==> config.mk <==
export PLATFORM = sky130hd
export DESIGN_NAME = acps_port
export DESIGN_NICKNAME = d
export VERILOG_FILES = /design/src/design/acps_port.v
export VERILOG_INCLUDE_DIRS = /design/src /design/src/inc
export SDC_FILE = /design/constraint.sdc
export NUM_CORES = 1
export LEC_CHECK = 0
export ABC_AREA = 1
export BUFFER_PORTS_ARGS = -buffer_cell sky130_fd_sc_hd__buf_2
export CORE_MARGIN = 2
export CORE_UTILIZATION = 44
export CTS_CLUSTER_SIZE = 40
export DETAILED_ROUTE_END_ITERATION = 10
export GPL_TIMING_DRIVEN = 0
export HOLD_SLACK_MARGIN = 0.08
export SYNTH_ARGS = -nofsm -noshare
export SYNTH_HDL_FRONTEND = slang
export SYNTH_SLANG_ARGS = --single-unit
==> constraint.sdc <==
create_clock -name sys_clk -period 3.9 [get_ports sys_clk]
set_input_delay 0.39 -clock sys_clk [delete_from_list [all_inputs] [get_ports sys_clk]]
set_output_delay 0.39 -clock sys_clk [all_outputs]
set_load 0.1 [all_outputs]
==> src/inc/acps_regs.vh <==
// constants for the converter serial port control block
// assumes inclusion by bare name from design files
`ifndef ACPS_REGS_VH
`define ACPS_REGS_VH
`define ACPS_WORD_W        24
`define ACPS_CNT_W         5
`define ACPS_CTRL_RST      24'h000000
`define ACPS_CAL_RST       24'h000000
`define ACPS_DATA_RST      24'h000000
`define ACPS_BURNOUT_BIT   13
`define ACPS_SCLK_HALF_NS  40
`define ACPS_SYS_PERIOD_NS 5
`define ACPS_SCLK_HALF_CYC (`ACPS_SCLK_HALF_NS / `ACPS_SYS_PERIOD_NS)
`define ACPS_DIV_W         8
`define ACPS_SEL_CTRL      1'b0
`define ACPS_MODE_SELF     1'b1
`endif

==> src/design/acps_port.v <==
// serial port control: register steering, clock mode, filter sync, burnout switch
// assumes sys_clk 200 MHz; all pins below except conv_data and conv_valid are asynchronous to it
// conv_data and conv_valid come from sys_clk logic, not synchronised
`timescale 1ns/1ps
`include "acps_regs.vh"

// Overview of operation
// select low: transfers use control register
// select high: data read, calibration write
// sync input resets digital filter nodes
// mode high: device makes serial clock
// mode low: host supplies serial clock
// control bit switches burnout current source
// host clock continuous or in bursts
// clock pin driven only in self mode
module acps_port #(
  parameter WORD_W   = `ACPS_WORD_W,
  parameter HALF_CYC = `ACPS_SCLK_HALF_CYC
) (
  input  wire              sys_clk,
  input  wire              arst_n,
  input  wire              register_select,
  input  wire              mode_self,
  input  wire              sync_n,
  input  wire              read_frame_n,
  input  wire              write_frame_n,
  input  wire              sclk_in,
  output reg               sclk_out,
  output reg               sclk_oe,
  input  wire              sdata_in,
  output reg               sdata_out,
  output reg               sdata_oe,
  input  wire [WORD_W-1:0] conv_data,
  input  wire              conv_valid,
  output reg               filter_reset,
  output reg               burnout_en,
  output reg  [WORD_W-1:0] ctrl_word,
  output reg  [WORD_W-1:0] cal_word
);

  // ==========================================================
  // pin synchronisers
  // reset to idle-high so no false frame edge follows reset
  reg  [6:0] s1;
  reg  [6:0] s2;
  always @(posedge sys_clk or negedge arst_n) begin
    if (!arst_n) begin
      s1 <= 7'h7f;
      s2 <= 7'h7f;
    end else begin
      s1 <= {register_select, mode_self, sync_n, read_frame_n, write_frame_n, sclk_in, sdata_in};
      s2 <= s1;
    end
  end
  wire sel_s   = s2[6];
  wire mode_s  = s2[5];
  wire sync_s  = s2[4];
  wire rfs_s   = s2[3];
  wire tfs_s   = s2[2];
  wire sclk_s  = s2[1];
  wire sdin_s  = s2[0];

  // ==========================================================
  // frame edges and clock edge detection
  reg                   rfs_d;
  reg                   tfs_d;
  reg                   sclk_d;
  reg                   in_read;
  reg                   in_write;
  reg                   sel_lat;
  reg                   self_lat;
  reg  [`ACPS_CNT_W-1:0] bit_cnt;
  reg  [`ACPS_DIV_W-1:0] div_cnt;
  reg  [WORD_W-1:0]     sh;
  reg  [WORD_W-1:0]     data_reg;

  // counter steps and end points
  localparam [`ACPS_CNT_W-1:0] CNT_STEP = {{(`ACPS_CNT_W-1){1'b0}}, 1'b1};
  localparam [`ACPS_CNT_W-1:0] CNT_LAST = WORD_W[`ACPS_CNT_W-1:0];
  localparam [`ACPS_DIV_W-1:0] DIV_STEP = {{(`ACPS_DIV_W-1){1'b0}}, 1'b1};
  localparam [`ACPS_DIV_W-1:0] DIV_LAST = HALF_CYC[`ACPS_DIV_W-1:0] - DIV_STEP;

  // read wins when both frame edges land together
  wire rd_start = rfs_d & ~rfs_s & ~in_write;
  wire wr_start = tfs_d & ~tfs_s & ~in_read & ~rd_start;
  wire active   = in_read | in_write;
  wire more     = (bit_cnt != CNT_LAST);
  wire div_hit  = (div_cnt == DIV_LAST);

  // host clock must stay high and low four cycles each
  // host clock edges when external
  wire ext_rise = ~self_lat & ~sclk_d & sclk_s;
  wire ext_fall = ~self_lat & sclk_d & ~sclk_s;
  // rise needs no bit left so the last fall returns high
  // own divider edges when self-clocked
  wire int_rise = self_lat & active & div_hit & ~sclk_out;
  wire int_fall = self_lat & active & div_hit & sclk_out;
  wire rise_ev  = ext_rise | int_rise;
  wire fall_ev  = ext_fall | int_fall;

  always @(posedge sys_clk or negedge arst_n) begin
    if (!arst_n) begin
      rfs_d  <= 1'b1;
      tfs_d  <= 1'b1;
      sclk_d <= 1'b1;
    end else begin
      rfs_d  <= rfs_s;
      tfs_d  <= tfs_s;
      sclk_d <= sclk_s;
    end
  end

  // ==========================================================
  // conversion result holding
  always @(posedge sys_clk or negedge arst_n) begin
    if (!arst_n) begin
      data_reg <= `ACPS_DATA_RST;
    end else if (conv_valid && !in_read) begin
      // no update mid-read so a word never tears
      data_reg <= conv_data;
    end
  end

  // ==========================================================
  // frame and shift control
  always @(posedge sys_clk or negedge arst_n) begin
    if (!arst_n) begin
      in_read   <= 1'b0;
      in_write  <= 1'b0;
      sel_lat   <= `ACPS_SEL_CTRL;
      self_lat  <= 1'b0;
      bit_cnt   <= {`ACPS_CNT_W{1'b0}};
      sh        <= {WORD_W{1'b0}};
      ctrl_word <= `ACPS_CTRL_RST;
      cal_word  <= `ACPS_CAL_RST;
    end else if (rd_start) begin
      in_read  <= 1'b1;
      sel_lat  <= sel_s;
      self_lat <= (mode_s == `ACPS_MODE_SELF);
      bit_cnt  <= {`ACPS_CNT_W{1'b0}};
      // control register read when low
      // data register read when high
      sh       <= (sel_s == `ACPS_SEL_CTRL) ? ctrl_word : data_reg;
    end else if (wr_start) begin
      in_write <= 1'b1;
      sel_lat  <= sel_s;
      self_lat <= (mode_s == `ACPS_MODE_SELF);
      bit_cnt  <= {`ACPS_CNT_W{1'b0}};
    end else begin
      if (in_read && rfs_s) begin
        in_read <= 1'b0;
      end
      if (in_write && tfs_s) begin
        in_write <= 1'b0;
      end
      // count survives pauses between bursts
      if (in_read && fall_ev && more) begin
        sh      <= {sh[WORD_W-2:0], 1'b0};
        bit_cnt <= bit_cnt + CNT_STEP;
      end
      // self-clocked write reads the data pin two cycles late
      if (in_write && rise_ev && more) begin
        sh      <= {sh[WORD_W-2:0], sdin_s};
        bit_cnt <= bit_cnt + CNT_STEP;
        if (bit_cnt == CNT_LAST - CNT_STEP) begin
          // control register written when low
          if (sel_lat == `ACPS_SEL_CTRL) begin
            ctrl_word <= {sh[WORD_W-2:0], sdin_s};
          end else begin
            // calibration register written when high
            cal_word <= {sh[WORD_W-2:0], sdin_s};
          end
        end
      end
    end
  end

  // ==========================================================
  // clock divider and pin drivers
  always @(posedge sys_clk or negedge arst_n) begin
    if (!arst_n) begin
      div_cnt   <= {`ACPS_DIV_W{1'b0}};
      sclk_out  <= 1'b1;
      sclk_oe   <= 1'b0;
      sdata_out <= 1'b0;
      sdata_oe  <= 1'b0;
    end else begin
      if (!(self_lat && active) || div_hit) begin
        div_cnt <= {`ACPS_DIV_W{1'b0}};
      end else begin
        div_cnt <= div_cnt + DIV_STEP;
      end
      // clock pin driven in self mode only
      sclk_oe <= self_lat & active;
      // device clock idles high outside frames
      if (!(self_lat && active)) begin
        sclk_out <= 1'b1;
      end else if (int_rise) begin
        sclk_out <= 1'b1;
      end else if (int_fall && more) begin
        sclk_out <= 1'b0;
      end
      sdata_oe  <= in_read & ~rfs_s;
      // msb presented at frame start, next bit after each falling edge
      sdata_out <= sh[WORD_W-1];
    end
  end

  // ==========================================================
  // filter sync and burnout source
  always @(posedge sys_clk or negedge arst_n) begin
    if (!arst_n) begin
      filter_reset <= 1'b0;
      burnout_en   <= 1'b0;
    end else begin
      // filter held in reset while sync low
      filter_reset <= ~sync_s;
      // burnout follows its control bit
      burnout_en   <= ctrl_word[`ACPS_BURNOUT_BIT];
    end
  end

endmodule // acps_port

; After elaboration in Yosys (flattened, before gate mapping)
; Index checks and enable logic that the tools add are counted.
[totals]
ram_bits = 0
romBits = 0
latch_bits = 0
reg_bits = 136
input_bits = 34
memories = 0
elab_cells = 101
out_inout_bits = 54
[op_classes]
div = 0
n_lt_le_gt_ge = 0
n_eq_ne = 5
reduce_logical = 22
multipliers = 0
add_sub_neg = 2
n_mux = 22
shifts = 0
n_bitwise = 29
[ops]
columns = cell, n
row1 = two-way mux 24 bit, 5
row2 = two-way mux 5 bit, 4
row3 = AND 1 bit, 14
row4 = two-way mux 1 bit, 12
row5 = NOT 1 bit, 12
row6 = AND reduction 5 bit, 2
row7 = logical AND 1 bit, 9
row8 = adder 8 x 1 -> 8 bit (second input constant), 1
row9 = == test 8 x 3 -> 1 bit (second input constant), 1
row10 = two-way mux 8 bit, 1
row11 = AND reduction 2 bit, 3
row12 = nonzero test 2 bit, 3
row13 = adder 5 x 1 -> 5 bit (second input constant), 1
row14 = == test 5 bit (second input constant), 1
row15 = inequality test 5 bit (second input constant), 1
row16 = nonzero test 4 bit, 1
row17 = inequality test 3 x 2 -> 1 bit (second input constant), 1
row18 = bitwise OR 1 bit, 3
row19 = nonzero test 3 bit, 1
row20 = zero test 1 bit, 2
row21 = inequality test 2 bit (second input constant), 1
row22 = logical OR 1 bit, 1

; Depth between registers and ports, before layout
[depth]
ltp_word = 11
mapped_depth = 11
ltp_nobuf = 10

; Worst setup path after synthesis
; Ideal clock, no wire load.
[synth_path]
path_type = flip-flop to flip-flop
from = register sclk_out
to = register sh[10]
n_path_buf = 1
t_arrival_ns = 1.652
setup_ns = 0.117
slack_ns = 2.131
required_time_ns = 3.783
stages_incl_launch_ff = 9
period_less_slack_ns = 1.769
cell_sequence = dfstp_2 inv_1 nand3_2 nand2_2 nand2_2 nand3_4 buf_4 nand3_1 nand2_1
[synth_via]
elab_chain_cells = 8
word_cells_on_any_way = 14
classes_between = 3 x mux / 5 x bitwise / 6 x reduce/logical
[synth_rtl]
columns = element, line_no
row1 = "start, declared", acps_port.v:28  ; output reg sclk_out,
row2 = "start signal, assigned", acps_port.v:183  ; sclk_out <= 1'b1;
row3 = "start signal, assigned", acps_port.v:197  ; sclk_out <= 1'b1;
row4 = "start signal, assigned", acps_port.v:199  ; sclk_out <= 1'b1;
row5 = NOT 1 bit, acps_port.v:96  ; wire int_rise = self_lat & active & div_hit & ~sclk_out;
row6 = AND 1 bit, acps_port.v:96
row7 = bitwise OR 1 bit, acps_port.v:98  ; wire rise_ev = ext_rise | int_rise;
row8 = logical AND 1 bit (2 in a row), acps_port.v:162  ; if (in_write && rise_ev && more) begin
row9 = two-way mux 24 bit, acps_port.v:162
row10 = two-way mux 24 bit, acps_port.v:144  ; end else if (wr_start) begin
row11 = two-way mux 24 bit, acps_port.v:136  ; end else if (rd_start) begin
row12 = "end signal, assigned", acps_port.v:133  ; sh <= {WORD_W{1'b0}};
row13 = "end signal, assigned", acps_port.v:143  ; sh <= (sel_s == `ACPS_SEL_CTRL) ? ctrl_word : data_reg;
row14 = "end signal, assigned", acps_port.v:163  ; sh <= {sh[WORD_W-2:0], sdin_s};
row15 = "end, declared", acps_port.v:74  ; reg [WORD_W-1:0] sh;
; Parallel ways exist; a longest one is shown, timed or not. The select of a mux whose other input is x is not followed.
; A chain may end at the register's enable or synchronous reset.

; Worst setup path in the final report
[layout_path]
from = register bit_cnt[0]
to = register cal_word[21]
[layout_via]
elab_chain_cells = 3
word_cells_on_any_way = 4
classes_between = 2 x eq/ne / 2 x reduce/logical
[layout_rtl]
columns = element, line_no
row1 = "start, declared", acps_port.v:72  ; reg [`ACPS_CNT_W-1:0] bit_cnt;
row2 = "start signal, assigned", acps_port.v:132  ; bit_cnt <= {`ACPS_CNT_W{1'b0}};
row3 = "start signal, assigned", acps_port.v:140  ; bit_cnt <= {`ACPS_CNT_W{1'b0}};
row4 = "start signal, assigned", acps_port.v:148  ; bit_cnt <= {`ACPS_CNT_W{1'b0}};
row5 = inequality test 5 bit, acps_port.v:87  ; wire more = (bit_cnt != CNT_LAST);
row6 = logical AND 1 bit, acps_port.v:162
row7 = AND reduction 5 bit (no line) *, n/a
row8 = "end signal, assigned", acps_port.v:135  ; cal_word <= `ACPS_CAL_RST;
row9 = "end signal, assigned", acps_port.v:171  ; cal_word <= {sh[WORD_W-2:0], sdin_s};
row10 = "end, declared", acps_port.v:38  ; output reg [WORD_W-1:0] cal_word
; Every way passes the cells marked *; elsewhere a longest branch is shown, timed or not.

==> results.toml <==
[outcome]
status = "finished clean"

[cells_and_area]
regArea_sq_mm = 0.00343
fin_nets = 769
diodes = 0
mostFrequentLayoutCell = "nand2_1"
synthToLayoutAreaGrowth_pct = 22.4
mostFrequentLayoutCells = "140 x nand2_1, 118 x dfrtp_1, 89 x buf_2"
fillers = 1199
multiInputGateArea_sq_mm = 0.00186
drive_gt1_frac = 0.224
fin_area_sq_mm = 0.00703

[sta]
finalSetupViolations = 0
maxSlewHeadroom = 0.577
period_share = 0.519
finalHoldViolCount = 0
maxClockFrequency_mhz = 494
finalCriticalPeriod_ns = 2.02
worst_slew_pin_slew_ns = 0.634
final.setup.tns_ns = 0
final_max_slew_viol_count = 0
rsz0062_at_grt = "false"
finClkSkew_ns = 0.00930

[die]
die_w_microns = 118
floorplan.initialDensity = 0.453
chipHeight_microns = 118
core.rowCount = 41
coreArea_sq_mm = 0.0127
boundaryPins = 88
die_area_sq_mm = 0.0140

[synthesis]
synth_seq_area_share = 0.597
synth_ff_type = "dfrtp_1"
synth_warnings = 0
ys_seq_elements = 136
netlist_instances = 617
yosys.cell_types.count = 31
synth_edf_count = 0
syn_area_sq_mm = 0.00574
async_reset_ff_frac = 1.00
avgSynthCellArea_sq_um = 9.30
synth_fp_nets = 654

[setup_path]
crit_chain = "inv_1 > ha_1 > nand3_1 > nor2_1 > nor2_2 > nand3_2 > clkbuf_1 > o21ai_0"
end_kind = "flop"
slowest_stage = "clkbuf_1"
crit_buf_inv = 2
reg2regPathDepth = 8
cp_max_fo = 10
r2r_slack_ns = 1.88
timing.rr.end = "cal_word[21]"
critical_path_class = "reg -> reg"
reg2reg_from = "bit_cnt[0]"
cp.arrival_ns = 2.28
start_kind = "flop"
cpPeakStageDelay_ns = 0.45
critPathTopFamily = "buffers and inverters"
worstPathRequired_ns = 4.16

[routing]
drt_iter0_drc = 240
viasPerCell = 4.98
drt_drc_violations_left = 0
wl_per_cell_microns = 14.8
ant_nets = 0
wl_mm = 13.6
via_count = 4563
first_pass_iters = 4

[min_path]
hold_path.class = "in -> reg"
min_from = "conv_data[10]"
hold_path_depth = 3
hold_end = "data_reg[10]"

[clock_network]
clockRootBuffer = "clkbuf_16"
cts_resized = 0
worstSkewPairLatency_ns = 0.41
path_clk_slew_ns = 0.05
clockBufferDepth = 2
cts_buffers = 17
cts_sinks = 136
cts_tree = "built"
cts_htree_levels = 4

[global_routing]
antenna_found_initial = 0
grt_pass1_wl_mm = 23.2
grt_overflow_total = 0
grt_pass1_vias = 4537
track_usage = 0.211
grt_start_max_net_pins = 94

[place]
placed_area_sq_mm = 0.00642
dp_hpwl_mm = 9.55
globalplace.congestion = 0.800
io_buffer_count = 87

[pwr]
leakagePower_nw = 3.53
ir_drop_v = 0.000215
cellPowerDensity_mw_per_mm2 = 517

[job]
maxCapViolCount = 0
## kinds of logic after synthesis
logic type	after synthesis	synth area share
AOI/OAI and AO/OA	133	0.132
DFF	136	0.597
buffers and inverters	101	0.0785
adders and majority gates	3	0.00654
and+or+nand+nor	244	0.186
## report_power, final
| part | internal [W] | switching, W | leakage [nW] | total, W |
|---|---|---|---|---|
| Clock | 0.000871 | 0.000538 | 0.261 | 0.00141 |
| Sequential | 0.00159 | 0.0000807 | 1.74 | 0.00167 |
| Combinational | 0.000165 | 0.000389 | 1.53 | 0.000555 |
## worst max path at each step
stage | startpoint | cells past startpoint | to
6_report | bit_cnt[0] | 8 | cal_word[21]
4_1_cts | bit_cnt[0] | 8 | cal_word[21]
2_1_floorplan | sclk_out | 8 | sh[10]
5_1_grt | bit_cnt[0] | 8 | cal_word[21]
3_3_place_gp | arst_n | 1 | filter_reset
3_5_place_dp | bit_cnt[0] | 8 | cal_word[21]
## per-stage QoR
step / setup WS (ns) / std cells / hold WS [ns] / util / power (W)
finish: 1.88 / 916 / 0.225 / 0.555 / 0.00363
global route: 1.68 / 916 / 0.228 / 0.555 / 0.00383
CTS: 1.84 / 916 / 0.205 / 0.555 / 0.00367
detailed placement: 1.88 / 877 / 0.341 / 0.507 / 0.00224
global placement: 0.584 / 876 / 0.346 / 0.504 / 0.00222
floorplan: 2.13 / 617 / 0.0944 / - / 0.00206
## area by class of cell
| class | instances | share of cell area |
|---|---|---|
| timing repair buffer | 96 | 0.0782 |
| sequential | 136 | 0.488 |
| clock buffer | 27 | 0.0716 |
| multi-input combinational | 380 | 0.265 |
| buffer | 31 | 0.0267 |
| inverter | 70 | 0.0374 |
| clock inverter | 4 | 0.00285 |
| tap | 172 | 0.0306 |
## worst min-delay path, cell delays in order
cell	delay, ns
buf_2	0.07
nor2_1	0.03
a21oi_1	0.10
## Yosys cell counts, types with 4 or more instances
library cell,n,share of area
nor3_1,4,0.0035
nand2_2,4,0.0044
dfstp_2,18,0.082
dfrtp_1,118,0.51
o21ai_2,4,0.0061
inv_2,4,0.0026
buf_6,8,0.016
inv_1,65,0.043
nand2_1,140,0.092
nor2_1,40,0.026
nor3b_1,4,0.0052
o21ai_1,25,0.022
clkbuf_1,17,0.011
a21oi_1,27,0.024
o211ai_1,25,0.033
o21ai_0,49,0.043
nand3_1,39,0.034
## layer usage
metal | track usage | vias up | wire length (microns)
li1 | - | 2237 | -
met3 | 0.0478 | 18 | 664
met5 | 0 | - | 0
met4 | 0.0723 | 0 | 208
met2 | 0.333 | 110 | 6390
met1 | 0.289 | 2198 | 6340
## what timing repair did
| item | 4_1_cts | 5_1_grt |
|---|---|---|
| endpoints found under the hold margin | 36 | 0 |
| buffers inserted | 0 | 0 |
| hold buffers | 8 | 0 |
Power figures use the tool's default switching activity.
